File: src/common/irp_pkg.sv
// shared constants and types for the infrared port control/status register slice
package irp_pkg;
  localparam logic [2:0] OFF_DIVLO   = 3'h0;
  localparam logic [2:0] OFF_DIVHI   = 3'h1;
  localparam logic [2:0] OFF_ADVCTL  = 3'h2;
  localparam logic [2:0] OFF_SELCTL  = 3'h3;
  localparam logic [2:0] OFF_HSMODE  = 3'h4;
  localparam logic [2:0] OFF_STATUS  = 3'h5;
  localparam logic [2:0] OFF_RSVD6   = 3'h6;
  localparam logic [2:0] OFF_USER    = 3'h7;

  localparam logic [7:0] SET2_CODE   = 8'he0;
  localparam logic [7:0] SET3_CODE   = 8'he4;
  localparam logic [7:0] SET4_CODE   = 8'he8;
  localparam logic [7:0] SET5_CODE   = 8'hec;
  localparam logic [7:0] SET6_CODE   = 8'hf0;
  localparam logic [7:0] SET7_CODE   = 8'hf4;
  localparam logic [7:0] SEL_READ    = 8'he0;

  localparam int HS_LOOP_BIT   = 4;
  localparam int HS_IRQEN_BIT  = 3;
  localparam int HS_PULSE_BIT  = 4;
  localparam int HS_TXWT_BIT   = 3;
  localparam int HS_DMA_BIT    = 2;
  localparam int ADV_SEL_BIT   = 0;
  localparam int ADV_SWAP_BIT  = 3;
  localparam int DISABLE_FALLBACK_BIT  = 7;
  localparam int US_UNDERRUN_FLAG_BIT  = 6;
  localparam int US_FEND_BIT   = 3;

  localparam logic [7:0] HS_RESET    = 8'h60;
  localparam logic [7:0] ZERO_RESET  = 8'h00;

  localparam int PULSE_NS      = 2000;
  localparam int CLK_NS        = 50;
  localparam int PULSE_CYC     = (PULSE_NS + CLK_NS - 1) / CLK_NS;

  typedef enum logic [2:0] {
    AM_RSVD0 = 3'b000, AM_MIRLO = 3'b001, AM_ASK = 3'b010, AM_SIR = 3'b011,
    AM_MIRHI = 3'b100, AM_FIR = 3'b101, AM_CIR = 3'b110, AM_RSVD7 = 3'b111
  } irp_mode_e;

  typedef enum logic [1:0] {
    PS_IDLE = 2'b00, PS_ARMED = 2'b01, PS_PULSE = 2'b10
  } irp_pulse_e;

  // receive-side event and level inputs from the datapath
  typedef struct packed {
    logic frameLastAtBottom;
    logic frameTooLong;
    logic illegalSymbol;
    logic crcBad;
    logic overrun;
    logic dataReady;
    logic shiftEmpty;
    logic bufferEmpty;
    logic flowControl;
    logic rxBusy;
    logic frameEndLost;
    logic remotePulse;
    logic frameEndsHeld;
    logic rxTimeout;
    logic statusTimeout;
    logic legacyStatusHi;
  } irp_rx_s;

  // transmit-side inputs
  typedef struct packed {
    logic fifoAtThreshold;
    logic txTimeout;
    logic txRunEmpty;
    logic terminalCount;
    logic frameEnd;
    logic serialOut;
  } irp_tx_s;

  typedef struct packed {
    logic       advanced;
    logic [2:0] mode;
    logic       highSpeed;
    logic       loopback;
    logic       txHold;
    logic       dmaEnable;
    logic       dmaSingle;
    logic       dmaToTx;
    logic       rxFifoBlock;
    logic       decoderAbort;
    logic       frameEndFlag;
  } irp_ctl_s;
endpackage

File: src/hw/irp_regs.sv
// infrared port register slice: set select, handshake/mode, status, user/frame status
// Notes on behaviour
// - set select always writable; control only sets 0/1
// - decode written byte into set number
// - legacy loopback forces transmit low, isolates receive
// - legacy interrupt only when enable bit set
// - mode field active only when advanced selected
// - mode field codes select MIR/ASK/SIR/FIR/CIR
// - send pulse emits 2us pulse, self clears
// - transmit wait holds until threshold or timeout
// - DMA enable; single channel direction by swap
// - last byte in frame status reported
// - length exceeded sets flag, blocks receive FIFO
// - illegal symbol sets error, aborts, frame end
// - CRC error sets status bit
// - flow control flag clears on read
// - underrun sets on empty; write one clears
// - bit 5 reports receiver busy
// - lost frame end clears on read
// - remote pulse detect clears on read
// - last byte stays shows held frame ends
// - receive timeout from either FIFO
// - legacy slot seven is scratch register
// - divisor access in advanced mode falls back
// - advanced select bit enters advanced mode
`timescale 1ns/1ns
module irp_regs #(
  parameter int PULSE_CYCLES = irp_pkg::PULSE_CYC
) (
  // clock and reset
  input  wire logic            clk_sys,
  input  wire logic            rst_b,
  // register port
  input  wire logic [2:0]      regAddr,
  input  wire logic [7:0]      regWrData,
  input  wire logic            regWrStb,
  input  wire logic            regRdStb,
  output logic [7:0]           regRdData,
  // datapath status
  input  wire irp_pkg::irp_rx_s rxStat,
  input  wire irp_pkg::irp_tx_s txStat,
  input  wire logic            rxDmaCfg,
  input  wire logic            txDmaCfg,
  input  wire logic            irqRequest,
  // link pins
  input  wire logic            irRxPin,
  output logic                 irTxPin,
  output logic                 irRxData,
  output logic                 irqOut,
  output irp_pkg::irp_ctl_s    ctl
);
  initial begin
    if (PULSE_CYCLES < 1) $error("PULSE_CYCLES must be at least one");
  end

  logic [2:0] setSel_ff;
  logic [7:0] lineCtl_ff;
  logic [7:0] hsMode_ff;
  logic [7:0] scratch_ff;
  logic [7:0] advCtl_ff;
  logic [7:0] advCtl2_ff;
  logic       flowAct_ff;
  logic       underrun_ff;
  logic       lostFe_ff;
  logic       frameEnd_ff;
  logic       lenExc_ff;
  logic       phyErr_ff;
  logic       crcErr_ff;
  logic       rxTo_ff;
  irp_pkg::irp_pulse_e pState_ff;
  logic [$clog2(PULSE_CYCLES+1)-1:0] pCnt_ff;
  logic       txHold_ff;

  function automatic logic [2:0] decodeSet(input logic [7:0] v);
    if (!v[7]) return 3'h0;
    case (v)
      irp_pkg::SET2_CODE: return 3'h2;
      irp_pkg::SET3_CODE: return 3'h3;
      irp_pkg::SET4_CODE: return 3'h4;
      irp_pkg::SET5_CODE: return 3'h5;
      irp_pkg::SET6_CODE: return 3'h6;
      irp_pkg::SET7_CODE: return 3'h7;
      default:            return 3'h1;
    endcase
  endfunction

  function automatic logic isSpeedy(input logic [2:0] m);
    return m == irp_pkg::AM_MIRLO || m == irp_pkg::AM_MIRHI || m == irp_pkg::AM_FIR;
  endfunction

  logic       wr;
  logic       rd;
  logic       advanced;
  logic [2:0] mode;
  logic       fast;
  logic       remote;
  logic       userRead;
  logic       fallback;
  logic       legacySet;

  assign wr        = regWrStb;
  assign rd        = regRdStb;
  assign legacySet = setSel_ff == 3'h0 || setSel_ff == 3'h1;
  assign advanced  = advCtl_ff[irp_pkg::ADV_SEL_BIT];
  assign mode      = advanced ? hsMode_ff[7:5] : 3'h0;
  assign fast      = isSpeedy(mode);
  assign remote    = mode == irp_pkg::AM_CIR;
  assign userRead  = rd && regAddr == irp_pkg::OFF_USER && legacySet;
  // one decoded strobe for each register access that has a side effect
  logic       wrSelCtl;
  logic       wrHsMode;
  logic       wrUser;
  logic       wrScratch;
  logic       wrFrameEnd;
  logic       wrSet2;
  logic       pulseWrite;
  logic       underrunClear;
  logic       divAccess;

  // arming looks at the mode already in force, so mode and pulse take two writes
  assign wrSelCtl      = wr && regAddr == irp_pkg::OFF_SELCTL;
  assign wrHsMode      = wr && regAddr == irp_pkg::OFF_HSMODE && legacySet;
  assign wrUser        = wr && regAddr == irp_pkg::OFF_USER && legacySet;
  assign wrScratch     = wrUser && !advanced;
  assign wrFrameEnd    = wrUser && advanced;
  assign wrSet2        = wr && setSel_ff == 3'h2;
  assign pulseWrite    = fast && wrHsMode && regWrData[irp_pkg::HS_PULSE_BIT];
  assign underrunClear = wrUser && regWrData[irp_pkg::US_UNDERRUN_FLAG_BIT];
  assign divAccess     = (wr || rd) && (regAddr == irp_pkg::OFF_DIVLO || regAddr == irp_pkg::OFF_DIVHI);
  // divisor slots live in set 1; either strobe counts as an access
  assign fallback  = advanced && !advCtl2_ff[irp_pkg::DISABLE_FALLBACK_BIT] && setSel_ff == 3'h1 && divAccess;

  always_ff @(posedge clk_sys or negedge rst_b) begin
    if (!rst_b) begin
      setSel_ff <= 3'h0;
    end else if (wrSelCtl) begin
      setSel_ff <= decodeSet(regWrData);
    end
  end

  always_ff @(posedge clk_sys or negedge rst_b) begin
    if (!rst_b) begin
      lineCtl_ff <= irp_pkg::ZERO_RESET;
    end else if (wrSelCtl && legacySet) begin
      lineCtl_ff <= regWrData;
    end
  end

  // handshake/mode: legacy form keeps bits 4,3; advanced form keeps 7..2
  always_ff @(posedge clk_sys or negedge rst_b) begin
    if (!rst_b) begin
      hsMode_ff <= irp_pkg::HS_RESET;
    end else if (fallback) begin
      hsMode_ff[7:5] <= 3'h0;
    end else if (wrHsMode) begin
      if (advanced) begin
        hsMode_ff <= {regWrData[7:2], 2'h0};
      end else begin
        hsMode_ff <= {hsMode_ff[7:5], regWrData[4:3], 3'h0};
      end
    end else if (pState_ff == irp_pkg::PS_ARMED) begin
      hsMode_ff[irp_pkg::HS_PULSE_BIT] <= 1'b0;
    end
  end

  always_ff @(posedge clk_sys or negedge rst_b) begin
    if (!rst_b) begin
      advCtl_ff  <= irp_pkg::ZERO_RESET;
      advCtl2_ff <= irp_pkg::ZERO_RESET;
    end else if (fallback) begin
      advCtl_ff <= {1'b0, advCtl_ff[6], 1'b0, advCtl_ff[4:1], 1'b0};
    end else if (wrSet2) begin
      if (regAddr == irp_pkg::OFF_ADVCTL) advCtl_ff <= {regWrData[7], 1'b0, regWrData[5:0]};
      if (regAddr == irp_pkg::OFF_HSMODE) advCtl2_ff <= {regWrData[7], 1'b0, regWrData[5:0]};
    end
  end

  always_ff @(posedge clk_sys or negedge rst_b) begin
    if (!rst_b) begin
      scratch_ff <= irp_pkg::ZERO_RESET;
    end else if (wrScratch) begin
      scratch_ff <= regWrData;
    end
  end

  // frame end command: written by software after the frame data, dropped once the frame ends
  always_ff @(posedge clk_sys or negedge rst_b) begin
    if (!rst_b) begin
      frameEnd_ff <= 1'b0;
    end else if (wrFrameEnd) begin
      frameEnd_ff <= regWrData[irp_pkg::US_FEND_BIT];
    end else if (txStat.frameEnd) begin
      frameEnd_ff <= 1'b0;
    end
  end

  // sticky flags: a set in the clearing cycle wins
  always_ff @(posedge clk_sys or negedge rst_b) begin
    if (!rst_b) begin
      flowAct_ff <= 1'b0;
      lostFe_ff  <= 1'b0;
    end else begin
      flowAct_ff <= (fast && rxStat.flowControl) || (flowAct_ff && !userRead);
      lostFe_ff  <= (fast && rxStat.frameEndLost) || (remote && rxStat.remotePulse) ||
                    (lostFe_ff && !userRead);
    end
  end

  always_ff @(posedge clk_sys or negedge rst_b) begin
    if (!rst_b) begin
      underrun_ff <= 1'b0;
    end else begin
      underrun_ff <= (fast && txStat.txRunEmpty &&
                      (hsMode_ff[irp_pkg::HS_DMA_BIT] ? !txStat.terminalCount : !frameEnd_ff)) ||
                     (underrun_ff && !underrunClear);
    end
  end

  // receive error flags clear when the status register is read; the receive timeout flag clears on a user register read
  logic statusRead;
  assign statusRead = rd && regAddr == irp_pkg::OFF_STATUS && legacySet;

  always_ff @(posedge clk_sys or negedge rst_b) begin
    if (!rst_b) begin
      lenExc_ff <= 1'b0;
      phyErr_ff <= 1'b0;
      crcErr_ff <= 1'b0;
      rxTo_ff   <= 1'b0;
    end else begin
      lenExc_ff <= (fast && rxStat.frameTooLong) || (lenExc_ff && !statusRead);
      phyErr_ff <= (fast && rxStat.illegalSymbol) || (phyErr_ff && !statusRead);
      crcErr_ff <= (fast && rxStat.crcBad) || (crcErr_ff && !statusRead);
      rxTo_ff   <= ((fast || remote) && (rxStat.rxTimeout || rxStat.statusTimeout)) ||
                   (rxTo_ff && !userRead);
    end
  end

  // pulse sequencer: armed by the write, fires after the transmitter's frame end
  always_ff @(posedge clk_sys or negedge rst_b) begin
    if (!rst_b) begin
      pState_ff <= irp_pkg::PS_IDLE;
      pCnt_ff   <= '0;
    end else begin
      case (pState_ff)
        irp_pkg::PS_IDLE: begin
          if (pulseWrite) begin
            pState_ff <= irp_pkg::PS_ARMED;
          end
        end
        irp_pkg::PS_ARMED: begin
          if (txStat.frameEnd) begin
            pState_ff <= irp_pkg::PS_PULSE;
            pCnt_ff   <= ($bits(pCnt_ff))'(PULSE_CYCLES - 1);
          end
        end
        irp_pkg::PS_PULSE: begin
          if (pCnt_ff == '0) pState_ff <= irp_pkg::PS_IDLE;
          else pCnt_ff <= pCnt_ff - 1'b1;
        end
        default: pState_ff <= irp_pkg::PS_IDLE;
      endcase
    end
  end

  // transmit wait releases once and stays released until the frame ends
  always_ff @(posedge clk_sys or negedge rst_b) begin
    if (!rst_b) begin
      txHold_ff <= 1'b1;
    end else if (txStat.frameEnd) begin
      txHold_ff <= 1'b1;
    end else if (txStat.fifoAtThreshold || txStat.txTimeout) begin
      txHold_ff <= 1'b0;
    end
  end

  logic loop;
  assign loop = !advanced && hsMode_ff[irp_pkg::HS_LOOP_BIT];

  always_ff @(posedge clk_sys or negedge rst_b) begin
    if (!rst_b) begin
      irTxPin  <= 1'b0;
      irRxData <= 1'b0;
      irqOut   <= 1'b0;
    end else begin
      irTxPin  <= loop ? 1'b0 : (pState_ff == irp_pkg::PS_PULSE || txStat.serialOut);
      irRxData <= loop ? txStat.serialOut : irRxPin;
      irqOut   <= advanced ? irqRequest : (irqRequest && hsMode_ff[irp_pkg::HS_IRQEN_BIT]);
    end
  end

  always_comb begin
    ctl              = '0;
    ctl.advanced     = advanced;
    ctl.mode         = mode;
    ctl.highSpeed    = fast;
    ctl.loopback     = loop;
    ctl.txHold       = fast && hsMode_ff[irp_pkg::HS_TXWT_BIT] && txHold_ff;
    ctl.dmaEnable    = fast && hsMode_ff[irp_pkg::HS_DMA_BIT];
    ctl.dmaSingle    = rxDmaCfg && !txDmaCfg;
    ctl.dmaToTx      = (rxDmaCfg && !txDmaCfg) ? advCtl_ff[irp_pkg::ADV_SWAP_BIT] : 1'b0;
    ctl.rxFifoBlock  = lenExc_ff;
    ctl.decoderAbort = fast && rxStat.illegalSymbol;
    ctl.frameEndFlag = fast && (rxStat.illegalSymbol || phyErr_ff);
  end

  logic [7:0] statusVal;
  logic [7:0] userVal;
  logic [7:0] rdMux;

  always_comb begin
    if (advanced) begin
      statusVal = {fast && rxStat.frameLastAtBottom, rxStat.shiftEmpty, rxStat.bufferEmpty,
                   lenExc_ff, phyErr_ff, crcErr_ff, rxStat.overrun, rxStat.dataReady};
      userVal   = {flowAct_ff, underrun_ff, (fast || remote) && rxStat.rxBusy, lostFe_ff,
                   frameEnd_ff, 1'b0, fast && rxStat.frameEndsHeld, rxTo_ff};
    end else begin
      statusVal = {rxStat.legacyStatusHi, rxStat.shiftEmpty, rxStat.bufferEmpty, 3'h0,
                   rxStat.overrun, rxStat.dataReady};
      userVal   = scratch_ff;
    end
    rdMux = 8'h00;
    case (regAddr)
      irp_pkg::OFF_SELCTL: begin
        // sets 2 and above show a fixed pattern, so the control byte reads back only in sets 0 and 1
        if (legacySet) begin
          rdMux = lineCtl_ff;
        end else begin
          rdMux = irp_pkg::SEL_READ;
        end
      end
      irp_pkg::OFF_ADVCTL: begin
        if (setSel_ff == 3'h2) begin
          rdMux = advCtl_ff;
        end
      end
      irp_pkg::OFF_HSMODE: begin
        if (setSel_ff == 3'h2) begin
          rdMux = advCtl2_ff;
        end else if (advanced) begin
          rdMux = hsMode_ff;
        end else begin
          // legacy form shows only the loopback and interrupt enable bits
          rdMux = {3'h0, hsMode_ff[4:3], 3'h0};
        end
      end
      irp_pkg::OFF_STATUS: begin
        if (legacySet) begin
          rdMux = statusVal;
        end
      end
      irp_pkg::OFF_USER: begin
        if (legacySet) begin
          rdMux = userVal;
        end
      end
      default: begin
        rdMux = 8'h00;
      end
    endcase
  end

  always_ff @(posedge clk_sys or negedge rst_b) begin
    if (!rst_b) begin
      regRdData <= 8'h00;
    end else begin
      regRdData <= rd ? rdMux : 8'h00;
    end
  end
endmodule // irp_regs

File: config.mk
export PLATFORM = sky130hd
export DESIGN_NAME = irp_regs
export DESIGN_NICKNAME = d
export VERILOG_FILES = /design/src/common/irp_pkg.sv /design/src/hw/irp_regs.sv
export SDC_FILE = /design/constraint.sdc
export NUM_CORES = 1
export LEC_CHECK = 0
export ABC_CLOCK_PERIOD_IN_PS = 2700
export BUFFER_PORTS_ARGS = -buffer_cell sky130_fd_sc_hd__buf_2
export CAP_MARGIN = 10
export CORE_AREA = 8 8 109 111
export DETAILED_ROUTE_END_ITERATION = 8
export DIE_AREA = 0 0 117 119
export MAX_ROUTING_LAYER = met4
export SKIP_LAST_GASP = 1
export SYNTH_ARGS = -nofsm -noshare
export SYNTH_HDL_FRONTEND = slang
export SYNTH_SLANG_ARGS = --single-unit
File: constraint.sdc
create_clock -name clk_sys -period 2.7 [get_ports clk_sys]
set_input_delay 0.135 -clock clk_sys [delete_from_list [all_inputs] [get_ports clk_sys]]
set_output_delay 0.135 -clock clk_sys [all_outputs]
set_load 0.05 [all_outputs]
==> summary.txt <==
first-pass iteration count of the detailed router: 5
Vias: 2,787
Arr. time, crit path: 2.16 ns
share of cells above drive strength 1: 34.97%
sequential power share: 47.1%
Synth Register Bits: 67
grt peak-use layer: met2
Site Rows: 37
Ports: 65
Setup WS pre-CTS: 0.5968 ns
Synth Instances: 316
sequential share of the synthesized area: 48.12%
most frequent cells in the layout: 64 x dfrtp_1, 64 x buf_2, 26 x mux2_2
Slew Limit Fails: 0
Clock Tree Root: clkbuf_8
clk slew on worst S/H paths: 0.08 ns
routability congestion estimate from global placement: 0.9044
met3 Resource Use GR: 3.436%
Post-Layout Cell Count: 522
initial core utilization: 34.60%
Die Y: 119 um
min-delay worst type: in2reg
Setup crit end kind: output pin
vias per cell: 5.339
Overflow after GRT: 0
post-synthesis compound-gate area fraction: 16.23%
Synth Warn #: 0
Int Pwr: 1840 uW
Cell Pwr Density: 643.0 nW/um^2
Pleak: 0.001916 uW
Final Cycle Share: 85.18%
initial antenna violation count: 0
worst-case vdd ir drop: 366.5 uV
Synth Area in XOR/XNOR: 0.2508%
total CTS buffers: 9
Setup Skew: 0.01425 ns
Syn Nets: 359
total routed wirelength: 10,050 um
final setup margin: 0.4000 ns
Post-synth EDFFs: 0
CTS tree: yes
Sw Pwr: 844.1 uW
nets: 424
Max Cap Viol: 0
largest family of logic cells by synthesized area: simple AND/OR/NAND/NOR gates
total negative setup slack: 0 ns
Clock power frac: 32.0%
Yosys cell types: 61
critical path class: reg2out
RSZ-0062 raised after global routing: false
Antenna Nets Post-Route: 0
relative slew slack: 39.14%
starting DRC count in detailed routing: 141
mux contribution to synthesized area: 12.25%
H-tree levels: 3
Tot Pwr: 2684 uW
drt drc: 0
critical-path maximum fanout: 18
largest net degree at the start of global routing: 38
Synth Area in Simple Gates: 17.63%
Post-CTS Hold Buffers: 6
cell count after placement: 500
vias in the first global route: 2,931
clock sink count: 67
Core ar.: 10,090 um^2
Global Route Usage Sum: 15.18%
GR Layer Usage met2: 23.21%
Setup crit start kind: flip-flop
slew at the pin closest to its max-slew limit: 0.9011 ns
Global Route met1 Usage: 18.79%
DR WL/cell: 19.24 um
ANT cells: 0
Most used DFF post-synth: dfrtp_1
die area: 13,920 um^2
logic gate share of total power: 20.9%
Clock Path Buffers: 2
Req. time, crit path: 2.57 ns
switching share of total power: 31.45%
status: finished, final reports clean
clock latency on the worst-skew pair: 0.35 ns
first-pass GRT wire length: 15,790 um
PostCTS Resize Cnt: 0
Final setup viols: 0
hold_ws: 0.01524 ns
syn_area_per_cell: 11.05 um^2
Area Overhead vs Synth: 19.53%
post-synthesis async set-or-reset flop share: 100.0%
Die X: 117 um
Final min period: 2.300 ns
Post CTS Setup Buffer Count: 0
Max Fclk: 434.8 MHz
post-synthesis adder-cell area fraction: 0.7166%
Post-Synthesis Cell Area: 3492 um^2
Final Hold Viols: 0
port bufs: 64
placed wire-length estimate: 7327 um
per-stage QoR:
| stage | utilization [%] | instance area [um^2] |
|---|---|---|
| 2_1_floorplan | - | 3492 |
| 3_3_place_gp | 38.74 | 3910 |
| 3_5_place_dp | 38.74 | 3910 |
| 4_1_cts | 41.36 | 4174 |
| 5_1_grt | 41.36 | 4174 |
| 6_report | 41.36 | 4174 |
final timing paths:
check | end | depth (start not counted) | slack [ns] | start
setup / recovery | ctl[6] | 3 | 0.40 | advCtl_ff[0]$_DFFE_PN0P_
hold / removal | irTxPin$_DFF_PN0_ | 3 | 0.02 | txStat[0]
setup reg to reg | advCtl_ff[3]$_DFFE_PN0P_ | 4 | 0.56 | setSel_ff[1]$_DFFE_PN0P_
hold reg to reg | pState_ff[0]$_DFFE_PN0P_ | 1 | 0.44 | pState_ff[1]$_DFFE_PN0P_
max in group asynchronous | rxTo_ff$_DFF_PN0_ | 3 | 1.66 | rst_b
min in group asynchronous | advCtl_ff[4]$_DFFE_PN0P_ | 2 | 0.38 | rst_b
layer usage:
metal	vias up	wire [um]	share of wire (%)
met5	-	0	0
met4	0	191	1.9
met3	14	706	7.0
met2	104	4867	48
met1	1364	4280	43
li1	1305	-	-
cells by family (layout without fill, tap and decap cells):
logic type | after synthesis | in the layout
buffers and inverters | 32 | 102
multiplexers | 36 | 36
XOR/XNOR | 1 | 1
AND/OR/NAND/NOR | 101 | 101
AO/OA/AOI/OAI | 77 | 77
flip-flops | 67 | 67
adder cells (fa/ha/maj) | 2 | 2
registers in the layout, indices dropped and copies added, names as in the netlist, 2 cells and up:
name        flops
advCtl2_ff      7
advCtl_ff       7
hsMode_ff       6
lineCtl_ff      8
pCnt_ff         6
pState_ff       2
regRdData       8
scratch_ff      8
setSel_ff       3
power by group through the flow:
stage               combinational (uW)  clock (uW)  sequential, uW
CTS                                568         882            1260
global placement                   544           0            1280
detailed placement                 559           0            1280
finish                             562         858            1260
floorplan                          357           0            1290
global route                       624         921            1280
layout make-up:
| type | instances | area [um^2] |
|---|---|---|
| Sequential cell | 67 | 1680 |
| Multi-Input combinational cell | 217 | 1644 |
| Tap cell | 136 | 170.2 |
| Clock buffer | 11 | 141.4 |
| Clock inverter | 5 | 62.56 |
| Inverter | 10 | 37.54 |
| Fill cell | 1000 | 5918 |
| Timing Repair Buffer | 76 | 437.9 |
critical path, stage by stage (launching register included):
cell and delay, ns:
dfrtp_1 0.84, and2_1 0.50, and3_1 0.21, buf_2 0.26
synthesized netlist by cell type (all sizes together), types with 3 or more instances:
cell / number / area [um^2]
mux2i: 3 / 30.03
a311oi: 3 / 26.28
nand2: 21 / 86.33
a31oi: 4 / 25.02
a21oi: 9 / 45.04
inv: 9 / 33.78
nor2: 15 / 58.81
and3: 9 / 57.56
o21ai: 13 / 65.06
and2: 6 / 37.54
nor3b: 3 / 33.78
nand4: 3 / 18.77
a22o: 5 / 43.79
nand2b: 6 / 37.54
o31ai: 3 / 22.52
buf: 14 / 100.1
nand3: 7 / 35.03
dfstp: 3 / 78.83
mux2: 33 / 397.9
dfrtp: 64 / 1602
o22ai: 3 / 18.77
a32oi: 3 / 26.28
nor3: 7 / 51.30
a41oi: 3 / 26.28
a21o: 4 / 30.03
clkbuf: 8 / 30.03
nand3b: 4 / 30.03
a32o: 9 / 90.09
nor2b: 9 / 56.30
or4: 3 / 25.03
a22oi: 5 / 37.54
(Power assumes the default switching activity.)
